<file path="src/hw/sapie_defines.vh">
// Purpose: constants for the Sa6 pattern interrupt enable block
// Assumes: APB slave with 32-bit data, one word per register
// Notes:   offsets are byte addresses
`ifndef SAPIE_DEFINES_VH
`define SAPIE_DEFINES_VH

// Register byte offsets
`define SAPIE_ENABLE_OFS      12'h000
`define SAPIE_STATUS_OFS      12'h004
`define SAPIE_MASK_OFS        12'h008
`define SAPIE_CODE_OFS        12'h00C

// Enable, status and mask bit positions
`define SAPIE_BIT_ZERO        0
`define SAPIE_BIT_OTHER       1
`define SAPIE_BIT_2X          2
`define SAPIE_BIT_8           3
`define SAPIE_BIT_A           4
`define SAPIE_NBITS           5

// Reset values
`define SAPIE_ENABLE_RST      5'h00
`define SAPIE_MASK_RST        5'h00

// Monitored Sa6 codes and the reset code
`define SAPIE_CODE_A          4'hA
`define SAPIE_CODE_8          4'h8
`define SAPIE_CODE_2X         3'h1
`define SAPIE_CODE_ZERO       4'h0
`define SAPIE_CODE_RST        4'h0

`endif

</file>
<file path="src/hw/sapie_detect.v">
// Purpose: classify a debounced Sa6 code and flag pattern changes
// Assumes: code and its strobe come from logic on the same clock
// Notes:   one-cycle event pulses, one per pattern class
`timescale 1ns/1ps
`include "sapie_defines.vh"

module sapie_detect (
    // Clock and reset
    input  wire       pclk,
    input  wire       presetn,
    input  wire       clk_en,
    // Debounced code
    input  wire [3:0] sa6_code,
    input  wire       sa6_valid,
    // Events and current class
    output reg  [4:0] event_pulse,
    output reg  [4:0] match_reg
);

    // Class vector: which monitored patterns the code matches
    function [4:0] sapie_class;
        input [3:0] c;
        reg   [4:0] m;
        begin
            m = 5'h00;
            m[`SAPIE_BIT_A]    = (c == `SAPIE_CODE_A);
            m[`SAPIE_BIT_8]    = (c == `SAPIE_CODE_8);
            m[`SAPIE_BIT_2X]   = (c[3:1] == `SAPIE_CODE_2X);
            m[`SAPIE_BIT_ZERO] = (c == `SAPIE_CODE_ZERO);
            // Other: not any explicitly watched code (1111/1110/1100 too)
            m[`SAPIE_BIT_OTHER] = ~(m[`SAPIE_BIT_A] | m[`SAPIE_BIT_8] |
                m[`SAPIE_BIT_2X] | m[`SAPIE_BIT_ZERO] | (c == 4'hF) |
                (c == 4'hE) | (c == 4'hC));
            sapie_class = m;
        end
    endfunction

    wire [4:0] new_class = sapie_class(sa6_code);
    reg  [3:0] code_reg;
    wire       code_change = sa6_valid & (sa6_code != code_reg);

    // Entry and exit of each pattern give a pulse; other on every code change into an other-class code
    always @(posedge pclk or negedge presetn) begin
        if (!presetn) begin
            code_reg    <= `SAPIE_CODE_RST;
            match_reg   <= 5'h01;
            event_pulse <= 5'h00;
        end else if (clk_en) begin
            event_pulse <= 5'h00;
            if (code_change) begin
                code_reg  <= sa6_code;
                match_reg <= new_class;
                event_pulse[`SAPIE_BIT_A]    <= new_class[`SAPIE_BIT_A]
                    ^ match_reg[`SAPIE_BIT_A];
                event_pulse[`SAPIE_BIT_8]    <= new_class[`SAPIE_BIT_8]
                    ^ match_reg[`SAPIE_BIT_8];
                event_pulse[`SAPIE_BIT_2X]   <= new_class[`SAPIE_BIT_2X]
                    ^ match_reg[`SAPIE_BIT_2X];
                event_pulse[`SAPIE_BIT_OTHER] <=
                    new_class[`SAPIE_BIT_OTHER];
                event_pulse[`SAPIE_BIT_ZERO] <= new_class[`SAPIE_BIT_ZERO]
                    ^ match_reg[`SAPIE_BIT_ZERO];
            end
        end
    end

endmodule

</file>
<file path="src/hw/sapie_top.v">
// Purpose: Sa6 pattern interrupt enable, status and request over APB
// Assumes: debounced Sa6 code arrives on pclk from the framer
// Notes:   zero-wait APB slave, status clears on read
`timescale 1ns/1ps
`include "sapie_defines.vh"

module sapie_top (
    // APB clock and reset
    input  wire        pclk,
    input  wire        presetn,
    input  wire        clk_en,
    // APB slave
    input  wire        psel,
    input  wire        penable,
    input  wire        pwrite,
    input  wire [11:0] paddr,
    input  wire [31:0] pwdata,
    output reg  [31:0] prdata,
    output reg         pready,
    output reg         pslverr,
    // Debounced Sa6 code from framer
    input  wire [3:0]  sa6_code,
    input  wire        sa6_valid,
    // Interrupt outputs
    output reg  [4:0]  event_irq,
    output reg         irq
);

    reg  [4:0] enable_reg;
    reg  [4:0] status_reg;
    reg  [4:0] mask_reg;
    reg  [4:0] status_next;
    reg  [4:0] enable_next;
    reg  [4:0] mask_next;
    wire [4:0] event_pulse;
    wire [4:0] match_state;

    sapie_detect u_detect (
        .pclk        (pclk),
        .presetn     (presetn),
        .clk_en      (clk_en),
        .sa6_code    (sa6_code),
        .sa6_valid   (sa6_valid),
        .event_pulse (event_pulse),
        .match_reg   (match_state)
    );

    // Known register offsets
    function addr_known;
        input [11:0] a;
        begin
            addr_known = (a == `SAPIE_ENABLE_OFS) |
                (a == `SAPIE_STATUS_OFS) | (a == `SAPIE_MASK_OFS) |
                (a == `SAPIE_CODE_OFS);
        end
    endfunction

    // Setup phase decides; access phase completes in one cycle
    wire setup  = psel & ~penable;
    wire access = psel & penable & pready;
    wire wr_en  = access & pwrite;
    wire rd_st  = access & ~pwrite & (paddr == `SAPIE_STATUS_OFS);

    // Set wins over the read clear so no event is lost
    always @* begin
        status_next = status_reg;
        if (rd_st)
            status_next = 5'h00;
        status_next = status_next | (event_pulse & enable_reg);
    end

    // Next enable and mask, so requests follow a write at the same edge
    always @* begin
        enable_next = enable_reg;
        mask_next   = mask_reg;
        if (wr_en && paddr == `SAPIE_ENABLE_OFS)
            enable_next = pwdata[4:0];
        if (wr_en && paddr == `SAPIE_MASK_OFS)
            mask_next = pwdata[4:0];
    end

    // Register file
    always @(posedge pclk or negedge presetn) begin
        if (!presetn) begin
            enable_reg <= `SAPIE_ENABLE_RST;
            mask_reg   <= `SAPIE_MASK_RST;
            status_reg <= 5'h00;
        end else if (clk_en) begin
            status_reg <= status_next;
            enable_reg <= enable_next;
            mask_reg   <= mask_next;
        end
    end

    // APB answer: ready one cycle after setup, data captured at setup
    always @(posedge pclk or negedge presetn) begin
        if (!presetn) begin
            pready  <= 1'b0;
            pslverr <= 1'b0;
            prdata  <= 32'h00000000;
        end else if (clk_en) begin
            pready  <= setup;
            pslverr <= setup & ~addr_known(paddr);
            prdata  <= 32'h00000000;
            if (setup && !pwrite) begin
                case (paddr)
                    `SAPIE_ENABLE_OFS: prdata <= {27'h0, enable_reg};
                    `SAPIE_STATUS_OFS: prdata <= {27'h0, status_next};
                    `SAPIE_MASK_OFS:   prdata <= {27'h0, mask_reg};
                    `SAPIE_CODE_OFS:   prdata <= {27'h0, match_state};
                    default:           prdata <= 32'h00000000;
                endcase
            end
        end
    end

    // Requests registered from next state; a disable drops them at once
    always @(posedge pclk or negedge presetn) begin
        if (!presetn) begin
            event_irq <= 5'h00;
            irq       <= 1'b0;
        end else if (clk_en) begin
            event_irq <= status_next & enable_next;
            irq       <= |(status_next & enable_next & mask_next);
        end
    end

endmodule

</file>
<file path="config.mk">
export PLATFORM = sky130hd
export DESIGN_NAME = sapie_top
export DESIGN_NICKNAME = d
export VERILOG_FILES = /design/src/hw/sapie_detect.v /design/src/hw/sapie_top.v
export VERILOG_INCLUDE_DIRS = /design/src /design/src/hw
export SDC_FILE = /design/constraint.sdc
export NUM_CORES = 1
export LEC_CHECK = 0
export BUFFER_PORTS_ARGS = -buffer_cell sky130_fd_sc_hd__buf_2
export CAP_MARGIN = 20
export CORE_AREA = 8 8 84 86
export CTS_CLUSTER_SIZE = 20
export DETAILED_ROUTE_END_ITERATION = 16
export DIE_AREA = 0 0 92 94
export PLACE_DENSITY = 0.74
export SLEW_MARGIN = 10
export SYNTH_ARGS = -nofsm -noshare
export SYNTH_HDL_FRONTEND = slang
export SYNTH_SLANG_ARGS = --single-unit
</file>
<file path="constraint.sdc">
create_clock -name pclk -period 1.9 [get_ports pclk]
set_clock_uncertainty 0.1 [all_clocks]
set_input_delay 0.19 -clock pclk [delete_from_list [all_inputs] [get_ports pclk]]
set_output_delay 0.19 -clock pclk [all_outputs]
set_load 0.01 [all_outputs]
</file>
* Yosys cells after proc, flatten, opt, wreduce, memory -nomap -nowiden
Cells that the tools add are included.
Storage, ports and cells: register bits after elaboration 69, bits of input ports 55, output and inout port bits 40, word-level logic and storage cells 64
Operators by class: eq/ne operators 10, multiplexer cells 6, bitwise logic cells 29, reductions and logical operators 8
Operator list (number):
- $mux 5 | 5
- $eq 12x4->1 const B | 2
- $eq 4x4->1 const B | 5
- $pmux 5 s4 | 1
- $and 5x5->5 | 3
- $eq 12x3->1 const B | 1
- $logic_not 12->1 | 1
- $or 1x1->1 | 9
- $and 1x1->1 | 8
- $or 5x5->5 | 1
- $reduce_or 5->1 | 1
- $logic_not 4->1 | 1
- $ne 4x4->1 | 1
- $not 1->1 | 4
- $xor 1x1->1 | 4
- $eq 3x1->1 const B | 1
- $logic_and 1x1->1 | 3
- $reduce_and 2->1 | 1
- $logic_not 1->1 | 1

* Longest topological paths before layout
Gate-level depths: netlist (run 1).
word-level depth 9, mapped depth 6

* By module
Synthesis (run 1) repeated with hierarchy kept, for this count alone.
Second synthesis, totals: cells, all modules 222, area, all modules 2462.4 um2
Modules (own cells, without submodules):
- sapie_top | times used 1, cells each 160, area an instance 1793.0 um2, sequential area each 700.7 um2
- sapie_detect | times used 1, cells each 62, area an instance 669.4 um2, sequential area each 351.6 um2

* Worst setup path before layout (run 1)
OpenSTA, ideal clock, no wires.
path type input to register, start input port paddr[9], end register irq, data arrival time 1849 ps, setup slack -178 ps, stages 6, buffers on the path 0, path through or4_4 -> or4_4 -> and3_1 -> a31oi_1 -> o32a_1 -> a31oi_1
On the way: word-level cells in the longest chain between the ends 7, elaborated cells on any way between the ends 13
RTL lines:
- start, declared | line sapie_top.v:16 | input wire [11:0] paddr,
- $eq 12x3->1
- $and 1x1->1 | line sapie_top.v:62 | wire rd_st = access & ~pwrite & (paddr == `SAPIE_STATUS_OFS);
- $mux 5 | line sapie_top.v:67 | if (rd_st)
- $or 5x5->5 | line sapie_top.v:69 | status_next = status_next | (event_pulse & enable_reg);
- $and 5x5->5 | line sapie_top.v:124 | irq <= |(status_next & enable_next & mask_next);
- $and 5x5->5 (*) | line sapie_top.v:124
- $reduce_or 5->1 (*) | line sapie_top.v:124
- end signal, assigned | line sapie_top.v:124
- end, declared | line sapie_top.v:26 | output reg irq
Every way passes the cells marked *; elsewhere a longest branch is shown, timed or not. A chain may end at the register's enable or synchronous reset.

* Worst setup path after layout (run 1)
start input port paddr[2], end register irq
The elaborated chain is that of the path after synthesis.

==> flow_metrics.env, run 1 <==
export IMPL_dieHeight_um=94
export IMPL_gp_congestion=0.962
export IMPL_finish_utilization_pct=51.5
export IMPL_tritoncts_num_buffers=5
export IMPL_grt_antenna_before_repair=0
export IMPL_post_drt_via_cell_ratio=5.30
export IMPL_endpoint_kind="flip-flop"
export IMPL_peakVddDrop_uv=511
export IMPL_final_min_period_over_clock_period_pct=102
export IMPL_total_wire_length_um=6100
export IMPL_placed_wire_length_estimate_um=4720
export IMPL_synth_warning_count=0
export IMPL_route_vias_total=2015
export IMPL_synth_avg_cell_area_um2=10.4
export IMPL_globalRouteTotalUtil_pct=13.3
export IMPL_synth_cell_types=49
export IMPL_yosys_area_share_adder_pct=0
export IMPL_cts_tree="yes"
export IMPL_run_status="finished with violations"
export IMPL_power_internal_uw=1370
export IMPL_die_width_um=92
export IMPL_switching_share_pct=27.4
export IMPL_clk_latency_ns=0.28
export IMPL_violated_checks="negative setup slack"
export IMPL_yosys_area_top_type_share_pct=42.3
export IMPL_main_combinational_cell_family_by_area_after_synthesis="compound AO/OA/AOI/OAI gates"
export IMPL_floorplan_rows=28
export IMPL_n_antenna_cell=0
export IMPL_post_layout_nonfiller_instances=380
export IMPL_cts_root_to_sink_buffers=2
export IMPL_drt_first_pass_iters=4
export IMPL_first_pass_grt_wire_length_um=9470
export IMPL_worst_setup_path_type="in -> reg"
export IMPL_power_density_cell_area_nw_per_um2=635
export IMPL_clock_pin_slew_on_the_worst_setup_and_hold_paths_ns=0.08
export IMPL_cts_max_level=2
export IMPL_synth_compound_gate_area_share_pct=15.5
export IMPL_nFillCells=533
export IMPL_critical_path_required_ns=2.00
export IMPL_synth_enable_flop_cells=0
export IMPL_maxSlewHeadroom_pct=64.8
export IMPL_final_nets=359
export IMPL_finalWorstPathRequiredPeriod_ns=1.94
export IMPL_final_layout_size_suffix_gt1_share_pct=34.4
export IMPL_design_portCount=95
export IMPL_placed_cell_area_um2=2800
export IMPL_syn_area_um2=2430
export IMPL_global_route_overflow_total=0
export IMPL_post_synth_and_or_nand_nor_area_fraction_pct=15.2
export IMPL_synth_to_layout_area_growth_pct=22.0
export IMPL_cts_sink_count=42
export IMPL_synth_seq_area_share_pct=43.4
export IMPL_wire_per_inst_um=16.1
export IMPL_ys_top_cells_by_area="dfrtp_1 42%, buf_4 8.4%, mux2_1 5.1%"
export IMPL_fin_area_um2=2960
export IMPL_worstMarginPinSlew_ns=0.528
export IMPL_post_synth_top_area_cell="dfrtp_1"
export IMPL_min_delay_path_class="in -> reg"
export IMPL_power_leakage_uw=0.00146
export IMPL_timing_final_max_slew_violations=0
export IMPL_core_area_um2=5750
export IMPL_comb_power_share_pct=18.3
export IMPL_grt_max_degree=43
export IMPL_timing_hold_ws_ns=0.0865
export IMPL_share_of_async_settable_or_async_resettable_flops_after_synthesis_pct=100
export IMPL_synth_xor_area_share_pct=2.89
export IMPL_ant_nets=0
export IMPL_port_buffers=40
export IMPL_finalSetupViolations=2
export IMPL_setup_repair_after_global_routing_missed_its_margin="yes"
export IMPL_setup_slack_ns=-0.0381
export IMPL_initial_utilization_pct=42.2
export IMPL_finalHoldViolations=0
export IMPL_commonest_register_cell_after_synthesis="dfrtp_1"
export IMPL_detail_route_iter0_violations=219
export IMPL_power_switching_uw=515
export IMPL_placed_cells_incl_taps=369
export IMPL_power_share_clock_pct=28.8
export IMPL_critPathArrivalTime_ns=2.04
export IMPL_floorplan_die_area_um2=8650
export IMPL_start_kind="input port"
export IMPL_timing_fmax_mhz=516
export IMPL_synth_mux_area_share_pct=12.4
export IMPL_remaining_drc_errors=0
export IMPL_first_global_vias=1958
export IMPL_p_seq_share_pct=52.9
export IMPL_cts_root_buf="clkbuf_8"
export IMPL_post_synth_inst_count=234
export IMPL_max_cap_viol_count=0
export IMPL_ys_ff_latch=42
export IMPL_path_max_fanout=5
export IMPL_detailedPlace_worstSlack_ns=-0.345
power by group through the flow:
| stage | logic, µW | registers, µW | clock network, µW |
|---|---|---|---|
| after detailed placement | 333 | 1010 | 0 |
| after CTS | 336 | 991 | 558 |
| after global routing | 377 | 999 | 599 |
| final | 344 | 994 | 543 |
| after global placement | 326 | 1010 | 0 |
| after floorplan | 217 | 1000 | 0 |
critical path, cell delays in order:
cell	delay [ns]
buf_2	0.10
or4b_4	0.57
buf_4	0.17
nor4_4	0.23
buf_4	0.21
o22ai_1	0.09
o32a_1	0.34
a31oi_1	0.13
cell usage after synthesis (all sizes together), types with 2 or more instances:
master    n
dfrtp    41
buf      27
mux2     22
nand2    15
nor2     11
a21oi    10
o21ai    10
a22o      8
inv       7
nand3     7
clkbuf    6
nor4      6
a21o      4
a22oi     4
a31oi     4
nor3      4
or4       4
xnor2     4
xor2      4
a211oi    3
mux2i     3
o2bb2ai   3
a21boi    2
nand2b    2
nand4     2
nor3b     2
o31ai     2
path summary, 6_finish.rpt:
path	depth (start not counted)	from	endpoint	slack [ns]
setup / recovery	8	paddr[2]	irq	-0.04
hold / removal	2	pwdata[4]	enable_reg[4]	0.09
setup reg to reg	5	pready	prdata[4]	-0.01
hold reg to reg	1	event_irq[1]	event_irq[1]	0.38
max in group asynchronous	3	presetn	u_detect.match_reg[0]	0.92
min in group asynchronous	3	presetn	status_reg[3]	0.39
kinds of logic after synthesis:
group,Yosys count
simple gates,61
compound gates,55
flops,42
buf+inv,41
mux,26
xor+xnor,8
other cells,1
area by class of cell:
class                   instances  area [µm²]  area share, %
clock buffers                   6        72.6           2.45
clock inverters                 2        10.0          0.338
inverters                       8        30.0           1.01
multi-input cells             177        1270           42.9
flip-flops and latches         42        1050           35.5
well taps                      75        93.8           3.17
repair buffers                 70         432           14.6
per-stage QoR:
stage	TNS [ns]	power [µW]
after CTS	-0.0178	1890
after global routing	-0.176	1980
after floorplan	-0.999	1220
final	-0.0488	1880
after global placement	-3.58	1330
after detailed placement	-4.08	1340
layout by cell type (no fill, tap or decap), drive strengths merged, types with 2 or more instances in the layout:
cell type	n
nand2b	2
mux2	22
a21o	4
a21oi	10
xor2	4
conb	27
nor3b	2
inv	7
o2bb2ai	3
a22oi	4
nand3	7
o31ai	2
buf	69
dfrtp	41
nand2	15
clkbuf	6
nor2	11
mux2i	3
xnor2	4
a211oi	3
a31oi	4
clkinv	3
a22o	8
nor3	4
a21boi	2
nand4	2
nor4	6
or4	4
o21ai	10
routing by layer:
layer / track usage, % / wire, µm
met5: 0 / 0
met4: 2.55 / 45
met3: 4.08 / 504
met2: 21.6 / 2960
met1: 17.2 / 2590
what timing repair did:
item	in CTS	in global routing
setup buffers	1	1
gates resized for setup	1	10
cloned	0	0
pin swaps	3	4
hold buffers	1	0
setup endpoints to repair	2	16
endpoints found under the hold margin	41	0
(Power assumes the default switching activity.)
==> run 2: changes to the inputs <==
- SKIP_LAST_GASP: default -> 1
==> run 2 against run 1 <==
Effect of this change: the run still ends with negative setup slack left; via count grew 1.1%; register-to-register slack is essentially flat; count of clock-buffer cells in the layout is the same.
==> flow_metrics.env, run 2 (synthesized netlist as in run 1, its figures left out) <==
export IMPL_setup_repair_after_global_routing_missed_its_margin="yes"
export IMPL_first_pass_grt_wire_length_um=9470
export IMPL_finalSetupViolations=2
export IMPL_post_layout_nonfiller_instances=380
export IMPL_path_max_fanout=4
export IMPL_final_common_cell="dfrtp_1"
export IMPL_floorplan_die_area_um2=8650
export IMPL_cts_tree="yes"
export IMPL_dieHeight_um=94
export IMPL_cts_max_level=2
export IMPL_timing_hold_ws_ns=0.0844
export IMPL_crit_top_cell="a31oi_1"
export IMPL_initial_utilization_pct=42.2
export IMPL_mostFrequentLayoutCells="41 x dfrtp_1, 40 x buf_2, 28 x buf_4, 27 x conb_1, 14 x nand2_1"
export IMPL_first_global_vias=1958
export IMPL_clk_latency_ns=0.29
export IMPL_finalWorstPathRequiredPeriod_ns=1.93
export IMPL_worstPathBufferInverterCount=1
export IMPL_cts_root_to_sink_buffers=2
export IMPL_endpoint_kind="flip-flop"
export IMPL_peakVddDrop_uv=515
export IMPL_grtUsageMet2_pct=21.6
export IMPL_grt_max_degree=43
export IMPL_worst_path_top_cell_family_by_delay="simple AND/OR/NAND/NOR gates"
export IMPL_globalRouteTotalUtil_pct=13.3
export IMPL_min_delay_worst_endpoint="mask_reg[3]"
export IMPL_gr_usage_met3_pct=4.08
export IMPL_worstHoldStart="pwdata[3]"
export IMPL_die_width_um=92
export IMPL_most_utilized_layer_in_the_global_route_result="met2"
export IMPL_finalHoldViolations=0
export IMPL_worstMarginPinSlew_ns=0.528
export IMPL_critPathArrivalTime_ns=1.99
export IMPL_power_density_cell_area_nw_per_um2=638
export IMPL_grt_antenna_before_repair=0
export IMPL_design_portCount=95
export IMPL_cp_slowest_stage_delay_ns=0.58
export IMPL_gp_congestion=0.962
export IMPL_final_min_period_over_clock_period_pct=102
export IMPL_placed_cells_incl_taps=369
export IMPL_run_status="finished with violations"
export IMPL_detail_route_iter0_violations=190
export IMPL_min_delay_path_class="in -> reg"
export IMPL_crit_chain="buf_2, or4b_4, or4_4, and3_4, a31oi_1, o32a_1, a31oi_1"
export IMPL_synth_to_layout_area_growth_pct=21.5
export IMPL_remaining_drc_errors=0
export IMPL_cts_root_buf="clkbuf_8"
export IMPL_r2r_start="pready"
export IMPL_max_cap_viol_count=0
export IMPL_wire_per_inst_um=15.9
export IMPL_port_buffers=40
export IMPL_power_leakage_uw=0.00146
export IMPL_violated_checks="negative setup slack"
export IMPL_global_route_overflow_total=0
export IMPL_core_area_um2=5750
export IMPL_total_wire_length_um=6050
export IMPL_timing_final_max_slew_violations=0
export IMPL_maxSlewHeadroom_pct=64.8
export IMPL_crit_slowest_cell="or4_4"
export IMPL_timing_fmax_mhz=518
export IMPL_start_kind="input port"
export IMPL_setup_slack_ns=-0.0302
export IMPL_hold_path_depth=2
export IMPL_worst_setup_path_type="in -> reg"
export IMPL_ant_nets=0
export IMPL_drt_first_pass_iters=4
export IMPL_route_vias_total=2037
export IMPL_tritoncts_num_buffers=5
export IMPL_floorplan_rows=28
export IMPL_detailedPlace_worstSlack_ns=-0.345
export IMPL_timing_reg2reg_worst_path_depth=5
export IMPL_rrSetupSlack_ns=-0.02
export IMPL_post_drt_via_cell_ratio=5.36
export IMPL_critical_path_required_ns=1.96
export IMPL_n_antenna_cell=0
export IMPL_cts_sink_count=42
export IMPL_final_layout_size_suffix_gt1_share_pct=33.4
export IMPL_clock_pin_slew_on_the_worst_setup_and_hold_paths_ns=0.08
export IMPL_placed_wire_length_estimate_um=4720
export IMPL_grt_met1_usage_pct=17.2
export IMPL_timing_rr_end="prdata[4]"
export IMPL_final_nets=359
## run 2: layout make-up
| cell class | instances | area, µm² |
|---|---|---|
| inverter | 8 | 30.0 |
| clock inverter | 2 | 10.0 |
| clock buffer | 6 | 72.6 |
| timing repair buffer | 70 | 432 |
| multi-input combinational | 177 | 1260 |
| tap | 75 | 93.8 |
| sequential | 42 | 1050 |
| fill | 534 | 2800 |
## run 2: stage by stage
step	util [%]	setup TNS, ns	power, µW	area [µm²]
after detailed placement	48.7	-4.08	1340	2800
final	51.3	-0.0537	1880	2950
after global routing	51.3	-0.263	1970	2950
after global placement	48.7	-3.58	1330	2800
after CTS	50.5	-0.0178	1890	2900
after floorplan	-	-0.999	1220	2530
## run 2: worst max path at each step
stage | to | slack, ns | cells after the start | start
floorplan | irq | -0.14 | 6 | paddr[6]
global placement | irq | -0.29 | 7 | paddr[6]
detailed placement | irq | -0.34 | 7 | paddr[6]
CTS | irq | -0.02 | 7 | paddr[2]
global route | irq | -0.09 | 7 | pready
finish | irq | -0.03 | 7 | paddr[2]
## run 2: per-layer routing
metal	routed length (µm)	share of wire (%)
met5	0	0
met4	54	0.89
met3	589	9.7
met2	2910	48
met1	2490	41
## run 2: timing repair
action	CTS	global route
endpoints found under the hold margin	41	0
setup endpoints to repair	2	16
hold buffers	1	0
gates resized for setup	1	7
setup buffers	1	1
pin swaps	3	4
## run 2: report_power, final
group	switching (µW)	internal, µW
Sequential	42.2	951
Combinational	182	160
Clock	291	255
Total	514	1370
## run 2: worst reg2reg max path, stage by stage, from the launching register on
cell and delay (ns):
dfrtp_1 0.38, and4b_1 0.21, nand4_1 0.19, a22o_1 0.26, mux4_2 0.49, a22o_1 0.19
